==> src/rir_cfg.svh <==
// Purpose: constants for the rotate and interrupt-return execution block
// Assumes: 8-bit data path, 13-bit program counter
// Notes: opcode encodings are local to this block
`ifndef RIR_CFG_SVH
`define RIR_CFG_SVH

`define RIR_DATA_W 8
`define RIR_PC_W 13
`define RIR_MSB 7
`define RIR_LSB 0
`define RIR_IRQ_EN_SET 1'b1
`define RIR_ACC_RESET 8'h00
`define RIR_CY_RESET 1'b0
`define RIR_IRQ_EN_RESET 1'b0
`define RIR_PC_RESET 13'h0000

`endif

==> src/rir_pkg.sv <==
// Purpose: types for the rotate and interrupt-return execution block
// Assumes: decoder presents one operation code per instruction cycle
// Notes: op codes carry no fixed encoding
package rir_pkg;

  typedef enum logic [3:0] {
    RIR_OP_NONE,
    RIR_OP_IRQ_EXIT,
    RIR_OP_ROT_L,
    RIR_OP_ROT_L_ACC,
    RIR_OP_ROT_L_CY,
    RIR_OP_ROT_L_CY_ACC,
    RIR_OP_ROT_R,
    RIR_OP_ROT_R_ACC,
    RIR_OP_ROT_R_CY
  } rir_op_type;

  typedef struct packed {
    logic [7:0] acc;
    logic cy;
    logic irq_en;
    logic [12:0] pc;
    logic mem_we;
    logic [7:0] mem_wdata;
    logic pc_load;
    logic irq_take;
    logic stack_pop;
  } rir_state_type;

endpackage : rir_pkg

==> src/rir_exec.sv <==
// Purpose: executes interrupt return and the seven rotate operations
// Assumes: operand byte is valid during the cycle op_valid_in is high
// Notes: all results are registered and visible on the next cycle
`timescale 1ns/1ps
`include "rir_cfg.svh"

module rir_exec
  import rir_pkg::*;
(
  input wire logic ref_clk_in,
  input wire logic resetn_in,
  input wire logic op_valid_in,
  input wire rir_op_type op_in,
  input wire logic [7:0] mem_rdata_in,
  input wire logic [12:0] stack_top_in,
  input wire logic irq_pending_in,
  input wire logic irq_en_clear_in,
  output logic [7:0] acc_out,
  output logic cy_out,
  output logic global_irq_enable_out,
  output logic [12:0] pc_out,
  output logic pc_load_out,
  output logic stack_pop_out,
  output logic irq_take_out,
  output logic mem_we_out,
  output logic [7:0] mem_wdata_out
);

  rir_state_type state_reg;
  rir_state_type state_next;

  // ****************************************
  // rotate helpers
  // ****************************************
  // both return {carry_out, byte}; the caller picks the fill bit
  function automatic logic [8:0] rot_left(input logic [7:0] d, input logic fill);
    logic [7:0] res;
    logic cout;
    res = {d[6:0], fill};
    cout = d[`RIR_MSB];
    rot_left = {cout, res};
  endfunction : rot_left

  function automatic logic [8:0] rot_right(input logic [7:0] d, input logic fill);
    logic [7:0] res;
    logic cout;
    res = {fill, d[7:1]};
    cout = d[`RIR_LSB];
    rot_right = {cout, res};
  endfunction : rot_right

  // ****************************************
  // operation decode
  // ****************************************
  // only the rotate codes reach the shared datapath
  function automatic logic is_rotate(input rir_op_type op);
    case (op)
      RIR_OP_ROT_L,
      RIR_OP_ROT_L_ACC,
      RIR_OP_ROT_L_CY,
      RIR_OP_ROT_L_CY_ACC,
      RIR_OP_ROT_R,
      RIR_OP_ROT_R_ACC,
      RIR_OP_ROT_R_CY: begin
        is_rotate = 1'b1;
      end
      default: begin
        is_rotate = 1'b0;
      end
    endcase
  endfunction : is_rotate

  // the accumulator forms leave the memory byte untouched
  function automatic logic writes_memory(input rir_op_type op);
    case (op)
      RIR_OP_ROT_L,
      RIR_OP_ROT_L_CY,
      RIR_OP_ROT_R,
      RIR_OP_ROT_R_CY: begin
        writes_memory = 1'b1;
      end
      default: begin
        writes_memory = 1'b0;
      end
    endcase
  endfunction : writes_memory

  // ****************************************
  // per-operation result
  // ****************************************
  // returns {carry_next, byte}; the plain forms hand back the old carry
  function automatic logic [8:0] rot_result(input rir_op_type op, input logic [7:0] d, input logic c);
    logic [8:0] r;
    r = 9'h000;
    case (op)
      RIR_OP_ROT_L: begin
        r = rot_left(d, d[`RIR_MSB]);
        r[8] = c;
      end
      RIR_OP_ROT_L_ACC: begin
        r = rot_left(d, d[`RIR_MSB]);
        r[8] = c;
      end
      RIR_OP_ROT_L_CY: begin
        r = rot_left(d, c);
      end
      RIR_OP_ROT_L_CY_ACC: begin
        r = rot_left(d, c);
      end
      RIR_OP_ROT_R: begin
        r = rot_right(d, d[`RIR_LSB]);
        r[8] = c;
      end
      RIR_OP_ROT_R_ACC: begin
        r = rot_right(d, d[`RIR_LSB]);
        r[8] = c;
      end
      RIR_OP_ROT_R_CY: begin
        r = rot_right(d, c);
      end
      default: begin
        r = {c, d};
      end
    endcase
    rot_result = r;
  endfunction : rot_result

  // ****************************************
  // interrupt return
  // ****************************************
  // status flags pass through untouched
  function automatic rir_state_type irq_exit_next(input rir_state_type s, input logic [12:0] ret_pc,
    input logic pend);
    rir_state_type n;
    n = s;
    n.pc = ret_pc;
    n.pc_load = 1'b1;
    n.stack_pop = 1'b1;
    n.irq_en = `RIR_IRQ_EN_SET;
    n.irq_take = pend;
    irq_exit_next = n;
  endfunction : irq_exit_next

  // ****************************************
  // reset values
  // ****************************************
  function automatic rir_state_type reset_state();
    rir_state_type z;
    z.acc = `RIR_ACC_RESET;
    z.cy = `RIR_CY_RESET;
    z.irq_en = `RIR_IRQ_EN_RESET;
    z.pc = `RIR_PC_RESET;
    z.mem_we = 1'b0;
    z.mem_wdata = 8'h00;
    z.pc_load = 1'b0;
    z.irq_take = 1'b0;
    z.stack_pop = 1'b0;
    reset_state = z;
  endfunction : reset_state

  // ****************************************
  // next state
  // ****************************************
  always_comb begin
    logic [8:0] r;
    r = 9'h000;
    state_next = state_reg;
    // pulses last one cycle unless an op raises them again
    state_next.mem_we = 1'b0;
    state_next.pc_load = 1'b0;
    state_next.irq_take = 1'b0;
    state_next.stack_pop = 1'b0;
    // a return in the same cycle overrides this clear
    if (irq_en_clear_in) begin
      state_next.irq_en = 1'b0;
    end
    if (op_valid_in) begin
      if (op_in == RIR_OP_IRQ_EXIT) begin
        state_next = irq_exit_next(state_next, stack_top_in, irq_pending_in);
      end else if (is_rotate(op_in)) begin
        r = rot_result(op_in, mem_rdata_in, state_reg.cy);
        state_next.cy = r[8];
        if (writes_memory(op_in)) begin
          state_next.mem_wdata = r[7:0];
          state_next.mem_we = 1'b1;
        end else begin
          state_next.acc = r[7:0];
        end
      end
    end
  end

  // ****************************************
  // state register
  // ****************************************
  always_ff @(posedge ref_clk_in) begin
    if (!resetn_in) begin
      state_reg <= reset_state();
    end else begin
      state_reg <= state_next;
    end
  end

  assign acc_out = state_reg.acc;
  assign cy_out = state_reg.cy;
  assign global_irq_enable_out = state_reg.irq_en;
  assign pc_out = state_reg.pc;
  assign pc_load_out = state_reg.pc_load;
  assign stack_pop_out = state_reg.stack_pop;
  assign irq_take_out = state_reg.irq_take;
  assign mem_we_out = state_reg.mem_we;
  assign mem_wdata_out = state_reg.mem_wdata;

endmodule : rir_exec

==> config.mk <==
export PLATFORM = sky130hd
export DESIGN_NAME = rir_exec
export DESIGN_NICKNAME = d
export VERILOG_FILES = /design/src/rir_pkg.sv /design/src/rir_exec.sv
export VERILOG_INCLUDE_DIRS = /design/src
export SDC_FILE = /design/constraint.sdc
export NUM_CORES = 1
export LEC_CHECK = 0
export ABC_AREA = 1
export BUFFER_PORTS_ARGS = -buffer_cell sky130_fd_sc_hd__buf_2
export CAP_MARGIN = 5
export CORE_MARGIN = 4
export CORE_UTILIZATION = 54
export CTS_BUF_LIST = sky130_fd_sc_hd__clkbuf_2
export DETAILED_ROUTE_END_ITERATION = 12
export PLACE_DENSITY_LB_ADDON = 0.05
export SYNTH_ARGS = -nofsm -noshare
export SYNTH_HDL_FRONTEND = slang
export SYNTH_SLANG_ARGS = --single-unit
export TNS_END_PERCENT = 20
==> constraint.sdc <==
create_clock -name ref_clk_in -period 2.9 [get_ports ref_clk_in]
set_input_delay 0.29 -clock ref_clk_in [delete_from_list [all_inputs] [get_ports ref_clk_in]]
set_output_delay 0.29 -clock ref_clk_in [all_outputs]
set_load 0.02 [all_outputs]
Word-level counts from Yosys, hierarchy flattened
Index checks and enable logic that the tools add are counted.
{"block": "op_classes", "reduce_logical": 13, "eq_ne": 8, "n_mux": 15, "bitwise_logic": 7}
{"operator": "case mux 9 bit (4 select lines)", "count": 1}
{"operator": "2-to-1 mux 9 bit", "count": 3}
{"operator": "2-to-1 mux 26 bit", "count": 1}
{"operator": "== test 4 x 3 -> 1 bit (second input constant)", "count": 4}
{"operator": "2-to-1 mux 14 bit", "count": 1}
{"operator": "== test 4 x 2 -> 1 bit (second input constant)", "count": 2}
{"operator": "2-to-1 mux 1 bit", "count": 8}
{"operator": "AND reduction 4 bit", "count": 2}
{"operator": "OR reduction 4 bit", "count": 2}
{"operator": "NOT 1 bit", "count": 7}
{"operator": "OR reduction 7 bit", "count": 1}
{"operator": "AND reduction 6 bit", "count": 1}
{"operator": "OR reduction 2 bit", "count": 3}
{"operator": "== test 4 x 1 -> 1 bit (second input constant)", "count": 1}
{"operator": "== test 4 bit (second input constant)", "count": 1}
{"operator": "AND reduction 2 bit", "count": 2}
{"operator": "2-to-1 mux 3 bit", "count": 1}
{"operator": "AND reduction 3 bit", "count": 1}
{"operator": "nonzero test 2 bit", "count": 1}
{"block": "word_totals", "reg_bits": 35, "inputBits": 30}

Logic depth before layout (Yosys ltp)
{"block": "depth", "depth_word": 12, "ltp_mapped": 10, "depth_no_buf": 9}

Least setup slack after synthesis
Ideal clock, no wire load.
{"block": "synth_path", "kind": "input port to flip-flop", "start": "input port op_in[1]", "end": "register state_reg, in the netlist mem_wdata_out[7]", "cell_stages": 9, "path_buffers": 1, "path_slack_ns": 1.712, "arrival_time_ns": 1.079, "required_time_ns": 2.791, "setup_ns": 0.109, "cell_sequence": "inv_1 -> nand2_1 -> nand2_1 -> nand3_2 -> nor2_4 -> buf_6 -> nand3_1 -> nand2_1 -> inv_1"}
{"block": "synth_between", "elab_chain_cells": 7, "elab_cells_between_ends": 23}
{"item": "start: declaration", "line_no": "rir_exec.sv:13", "text": "input wire rir_op_type op_in,"}
{"item": "== test 4 x 2 -> 1 bit, or another cell as far along", "line_no": "rir_exec.sv:57, rir_exec.sv:75, rir_exec.sv:95"}
{"item": "OR reduction 4 bit", "line_no": "rir_exec.sv:75", "text": "case (op)"}
{"item": "2-to-1 mux 1 bit", "line_no": "rir_exec.sv:75"}
{"item": "2-to-1 mux 1 bit", "line_no": "rir_exec.sv:180", "text": "end else if (is_rotate(op_in)) begin"}
{"item": "2-to-1 mux 1 bit", "line_no": "rir_exec.sv:178", "text": "if (op_in == RIR_OP_IRQ_EXIT) begin"}
{"item": "2-to-1 mux 1 bit", "line_no": "rir_exec.sv:177", "text": "if (op_valid_in) begin"}
{"item": "AND reduction 4 bit (no source line)"}
{"item": "end signal: assignment", "line_no": "rir_exec.sv:198", "text": "state_reg <= reset_state();"}
{"item": "end signal: assignment", "line_no": "rir_exec.sv:200", "text": "state_reg <= state_next;"}
{"item": "end: declaration", "line_no": "rir_exec.sv:29", "text": "rir_state_type state_reg;"}
Several ways; a longest one is shown, not always the timed one. The select of a mux whose other input is x is not followed.
A chain may end at the register's enable or synchronous reset.

Worst setup path after layout
{"block": "layout_path", "start": "register state_reg, in the netlist cy_out", "end": "output port cy_out"}
{"item": "end: declaration", "line_no": "rir_exec.sv:19", "text": "output logic cy_out,"}
No word-level cell between the ends.

==> flow_summary.yaml <==
route:
  dr.first_iter.drc_count: 87
  maxUsedRoutingLayer: "met4"
  route.antenna.remaining_nets: 0
  remaining_design_rule_violation_count: 0
  post_drt_via_cell_ratio: 4.71
  wl_per_cell_um: 10.3
  wl_met2_mm: 1.79
  dr.pass1.iters: 4
  wirelength_mm: 3.92
  met3_routed_wirelength_um: 294
  dr_total_vias: 1784
  met1_length_mm: 1.77
timing:
  hold_viol_final: 0
  rsz0062_at_grt: "no"
  finalWorstPathRequiredPeriod_ns: 1.28
  max_slew_margin_vs_limit_pct: 57.4
  fin_skew_ns: 0.0167
  final.period_utilization_pct: 44.2
  setup_viol: 0
  clock.fmax_mhz: 779
  drv_slew: 0
  hold-worst-slack_ns: 0.0913
  max_slew.worst_pin.slew_ns: 0.638
  tns_ns: 0
clock_tree:
  worst_skew_pair.late_latency_ns: 0.38
  cts_inserted_buffers: 5
  cts_hold_buf: 0
  cts_setup_buffers: 0
  cts_sinks: 34
  cts-root-to-sink-buffers: 2
  cts_htree_levels: 2
  ctsRootBufferMaster: "sky130_fd_sc_hd__clkbuf_2"
  clk_transition_reported_paths_ns: 0.18
  post_cts_resize_count: 0
  cts_tree: "yes"
pwr:
  max_rail_drop_vdd_uv: 259
  power_leakage_nw: 1.18
  cellPowerDensity_nw_per_um2: 423
place:
  placement.io_buffers: 64
  routabilityCongestion: 0.838
  dp_hpwl_mm: 2.86
setup_path:
  worstPathBufferInverterCount: 1
  r2r_end: "acc_out[0]$_SDFFE_PN0P_"
  timing.critical_path.required_ns: 2.61
  worst-path-max-fanout: 4
  start_kind: "register"
  crit_chain: "buf_2"
  worst_path_dominant_cell_family: "flip-flops"
  cp_slowest_stage_delay_ns: 0.42
  data_arrival_time_of_the_worst_path_ns: 0.99
  crit_path_top_delay_cell: "sky130_fd_sc_hd__dfxtp_1"
  rrSetupSlack_ns: 1.99
  ff_to_ff_start: "cy_out$_SDFFE_PN0P_"
  worstRegToRegCells: 6
  setup.worst_path.end_class: "output port"
  crit_type: "register to output port"
die:
  core-area_sq_um: 3050
  ioPinCount: 65
  rows: 20
  dieArea_sq_um: 4140
  fp.dieW_um: 64.3
  floorplan.initialDensity_pct: 56.1
  floorplan.die.height_um: 64.3
synth:
  synth_fp_nets: 302
  synthesis.instances: 272
  yosysUniqueCellTypes: 22
  post_synth.cell_area_avg_sq_um: 6.30
  synth_seq_area_share_pct: 39.7
  mappedNetlistArea_sq_um: 1710
  yosys_register_bits: 34
  yosysWarningCount: 0
global_route:
  grt_max_degree: 30
  antenna_found_initial: 0
  number_of_global_route_vias_before_repair: 1517
  first_pass_grt_wire_length_mm: 6.57
  gr-total-overflow: 0
  total_routing_usage_gr_pct: 20.2
min_path:
  whs_path_depth: 2
  holdCritStartpoint: "irq_en_clear_in"
  min-delay-path-class: "primary input to register"
  hold_path_end: "global_irq_enable_out$_SDFF_PN0_"
layout:
  fillerInstances: 311
  diodes: 0
  utilization_pct: 67.9
  flow.area_growth_from_synthesis_pct: 20.9
  drive_above_1_share_pct: 24.5
  net_count_of_the_finished_layout: 364
run_status:
  outcome: "finished clean"
flow_run:
  max_cap_viol_count: 0
-- worst max path at each step --
stage | cells past startpoint | slack (ns) | to | from
floorplan | 9 | 1.71 | mem_wdata_out[7]$_SDFFE_PN0P_ | op_in[1]
global placement | 9 | 1.41 | mem_wdata_out[3]$_SDFFE_PN0P_ | op_in[1]
detailed placement | 9 | 1.36 | mem_wdata_out[1]$_SDFFE_PN0P_ | op_in[1]
CTS | 1 | 1.60 | cy_out | cy_out$_SDFFE_PN0P_
global route | 1 | 1.57 | cy_out | cy_out$_SDFFE_PN0P_
finish | 1 | 1.62 | cy_out | cy_out$_SDFFE_PN0P_
-- placed cells by master (no fill, tap or decap) --
master and count:
sky130_fd_sc_hd__inv_1 36, sky130_fd_sc_hd__clkinv_2 1, sky130_fd_sc_hd__inv_2 2, sky130_fd_sc_hd__buf_4 1
sky130_fd_sc_hd__nor4_1 1, sky130_fd_sc_hd__o22ai_1 1, sky130_fd_sc_hd__nor3b_1 1, sky130_fd_sc_hd__nand3_1 24
sky130_fd_sc_hd__o21ai_0 13, sky130_fd_sc_hd__dfxtp_1 34, sky130_fd_sc_hd__nand4_1 2, sky130_fd_sc_hd__o211ai_1 1
sky130_fd_sc_hd__nand2_2 1, sky130_fd_sc_hd__nor2_2 4, sky130_fd_sc_hd__nor2_1 46, sky130_fd_sc_hd__clkinv_1 1
sky130_fd_sc_hd__buf_2 64, sky130_fd_sc_hd__nor2_4 2, sky130_fd_sc_hd__clkbuf_2 6, sky130_fd_sc_hd__nand2_1 80
sky130_fd_sc_hd__nand3_2 1, sky130_fd_sc_hd__a21oi_1 13
-- cell usage after synthesis --
master / instances / share of area, %
sky130_fd_sc_hd__nand2_1: 80 / 18
sky130_fd_sc_hd__nor2_1: 46 / 10
sky130_fd_sc_hd__inv_1: 36 / 7.9
sky130_fd_sc_hd__dfxtp_1: 34 / 40
sky130_fd_sc_hd__nand3_1: 24 / 7.0
sky130_fd_sc_hd__a21oi_1: 13 / 3.8
sky130_fd_sc_hd__o21ai_0: 13 / 3.8
sky130_fd_sc_hd__nor2_2: 4 / 1.5
sky130_fd_sc_hd__buf_2: 3 / 0.88
sky130_fd_sc_hd__buf_4: 2 / 0.88
sky130_fd_sc_hd__buf_6: 2 / 1.3
sky130_fd_sc_hd__clkbuf_1: 2 / 0.44
sky130_fd_sc_hd__inv_2: 2 / 0.44
sky130_fd_sc_hd__nand4_1: 2 / 0.73
sky130_fd_sc_hd__nor2_4: 2 / 1.3
sky130_fd_sc_hd__buf_1: 1 / 0.22
sky130_fd_sc_hd__nand2_2: 1 / 0.37
sky130_fd_sc_hd__nand3_2: 1 / 0.58
sky130_fd_sc_hd__nor3b_1: 1 / 0.44
sky130_fd_sc_hd__nor4_1: 1 / 0.37
sky130_fd_sc_hd__o211ai_1: 1 / 0.44
sky130_fd_sc_hd__o22ai_1: 1 / 0.37
-- cell type report --
type	instances	area [sq um]	area share (%)
sequential	34	681	32.9
tap	44	55.1	2.66
clock inverter	2	8.76	0.423
multi-input combinational	190	827	39.9
timing repair buffer	65	328	15.8
clock buffer	6	30.0	1.45
inverter	38	143	6.88
-- metal layers --
layer	global-route usage (%)	vias up
met1	24.1	761
met2	32.6	55
met4	9.50	0
li1	-	961
met3	6.50	7
met5	0	-
-- power by group --
part           switching [W]  internal [W]  leakage (nW)
Combinational       0.000110     0.0000576         0.868
Sequential        0.00000834      0.000485         0.276
Clock               0.000155     0.0000593        0.0304
Total               0.000274      0.000602          1.18
-- logic make-up after synthesis --
logic type             Yosys count  synth area share (%)
AO/OA/AOI/OAI                   28                  8.39
buffers and inverters           48                  12.0
flip-flops                      34                  39.7
AND/OR/NAND/NOR                162                  39.9
-- flip-flops by register name (all words and copies together) (netlist names) --
| register | count |
|---|---|
| acc_out | 8 |
| irq_take_out | 1 |
| global_irq_enable_out | 1 |
| pc_load_out | 1 |
| cy_out | 1 |
| pc_out | 13 |
| mem_we_out | 1 |
| mem_wdata_out | 8 |
-- through the flow --
| stage | total power [W] | instance area [sq um] | worst slack (ns) | cells |
|---|---|---|---|---|
| 2_1_floorplan | 0.000613 | 1710 | 1.71 | 272 |
| 3_3_place_gp | 0.000669 | 2030 | 1.41 | 371 |
| 3_5_place_dp | 0.000670 | 2030 | 1.36 | 371 |
| 4_1_cts | 0.000886 | 2070 | 1.60 | 379 |
| 5_1_grt | 0.000930 | 2070 | 1.57 | 379 |
| 6_report | 0.000876 | 2070 | 1.62 | 379 |
No activity file was read; power rests on OpenSTA's default activity.
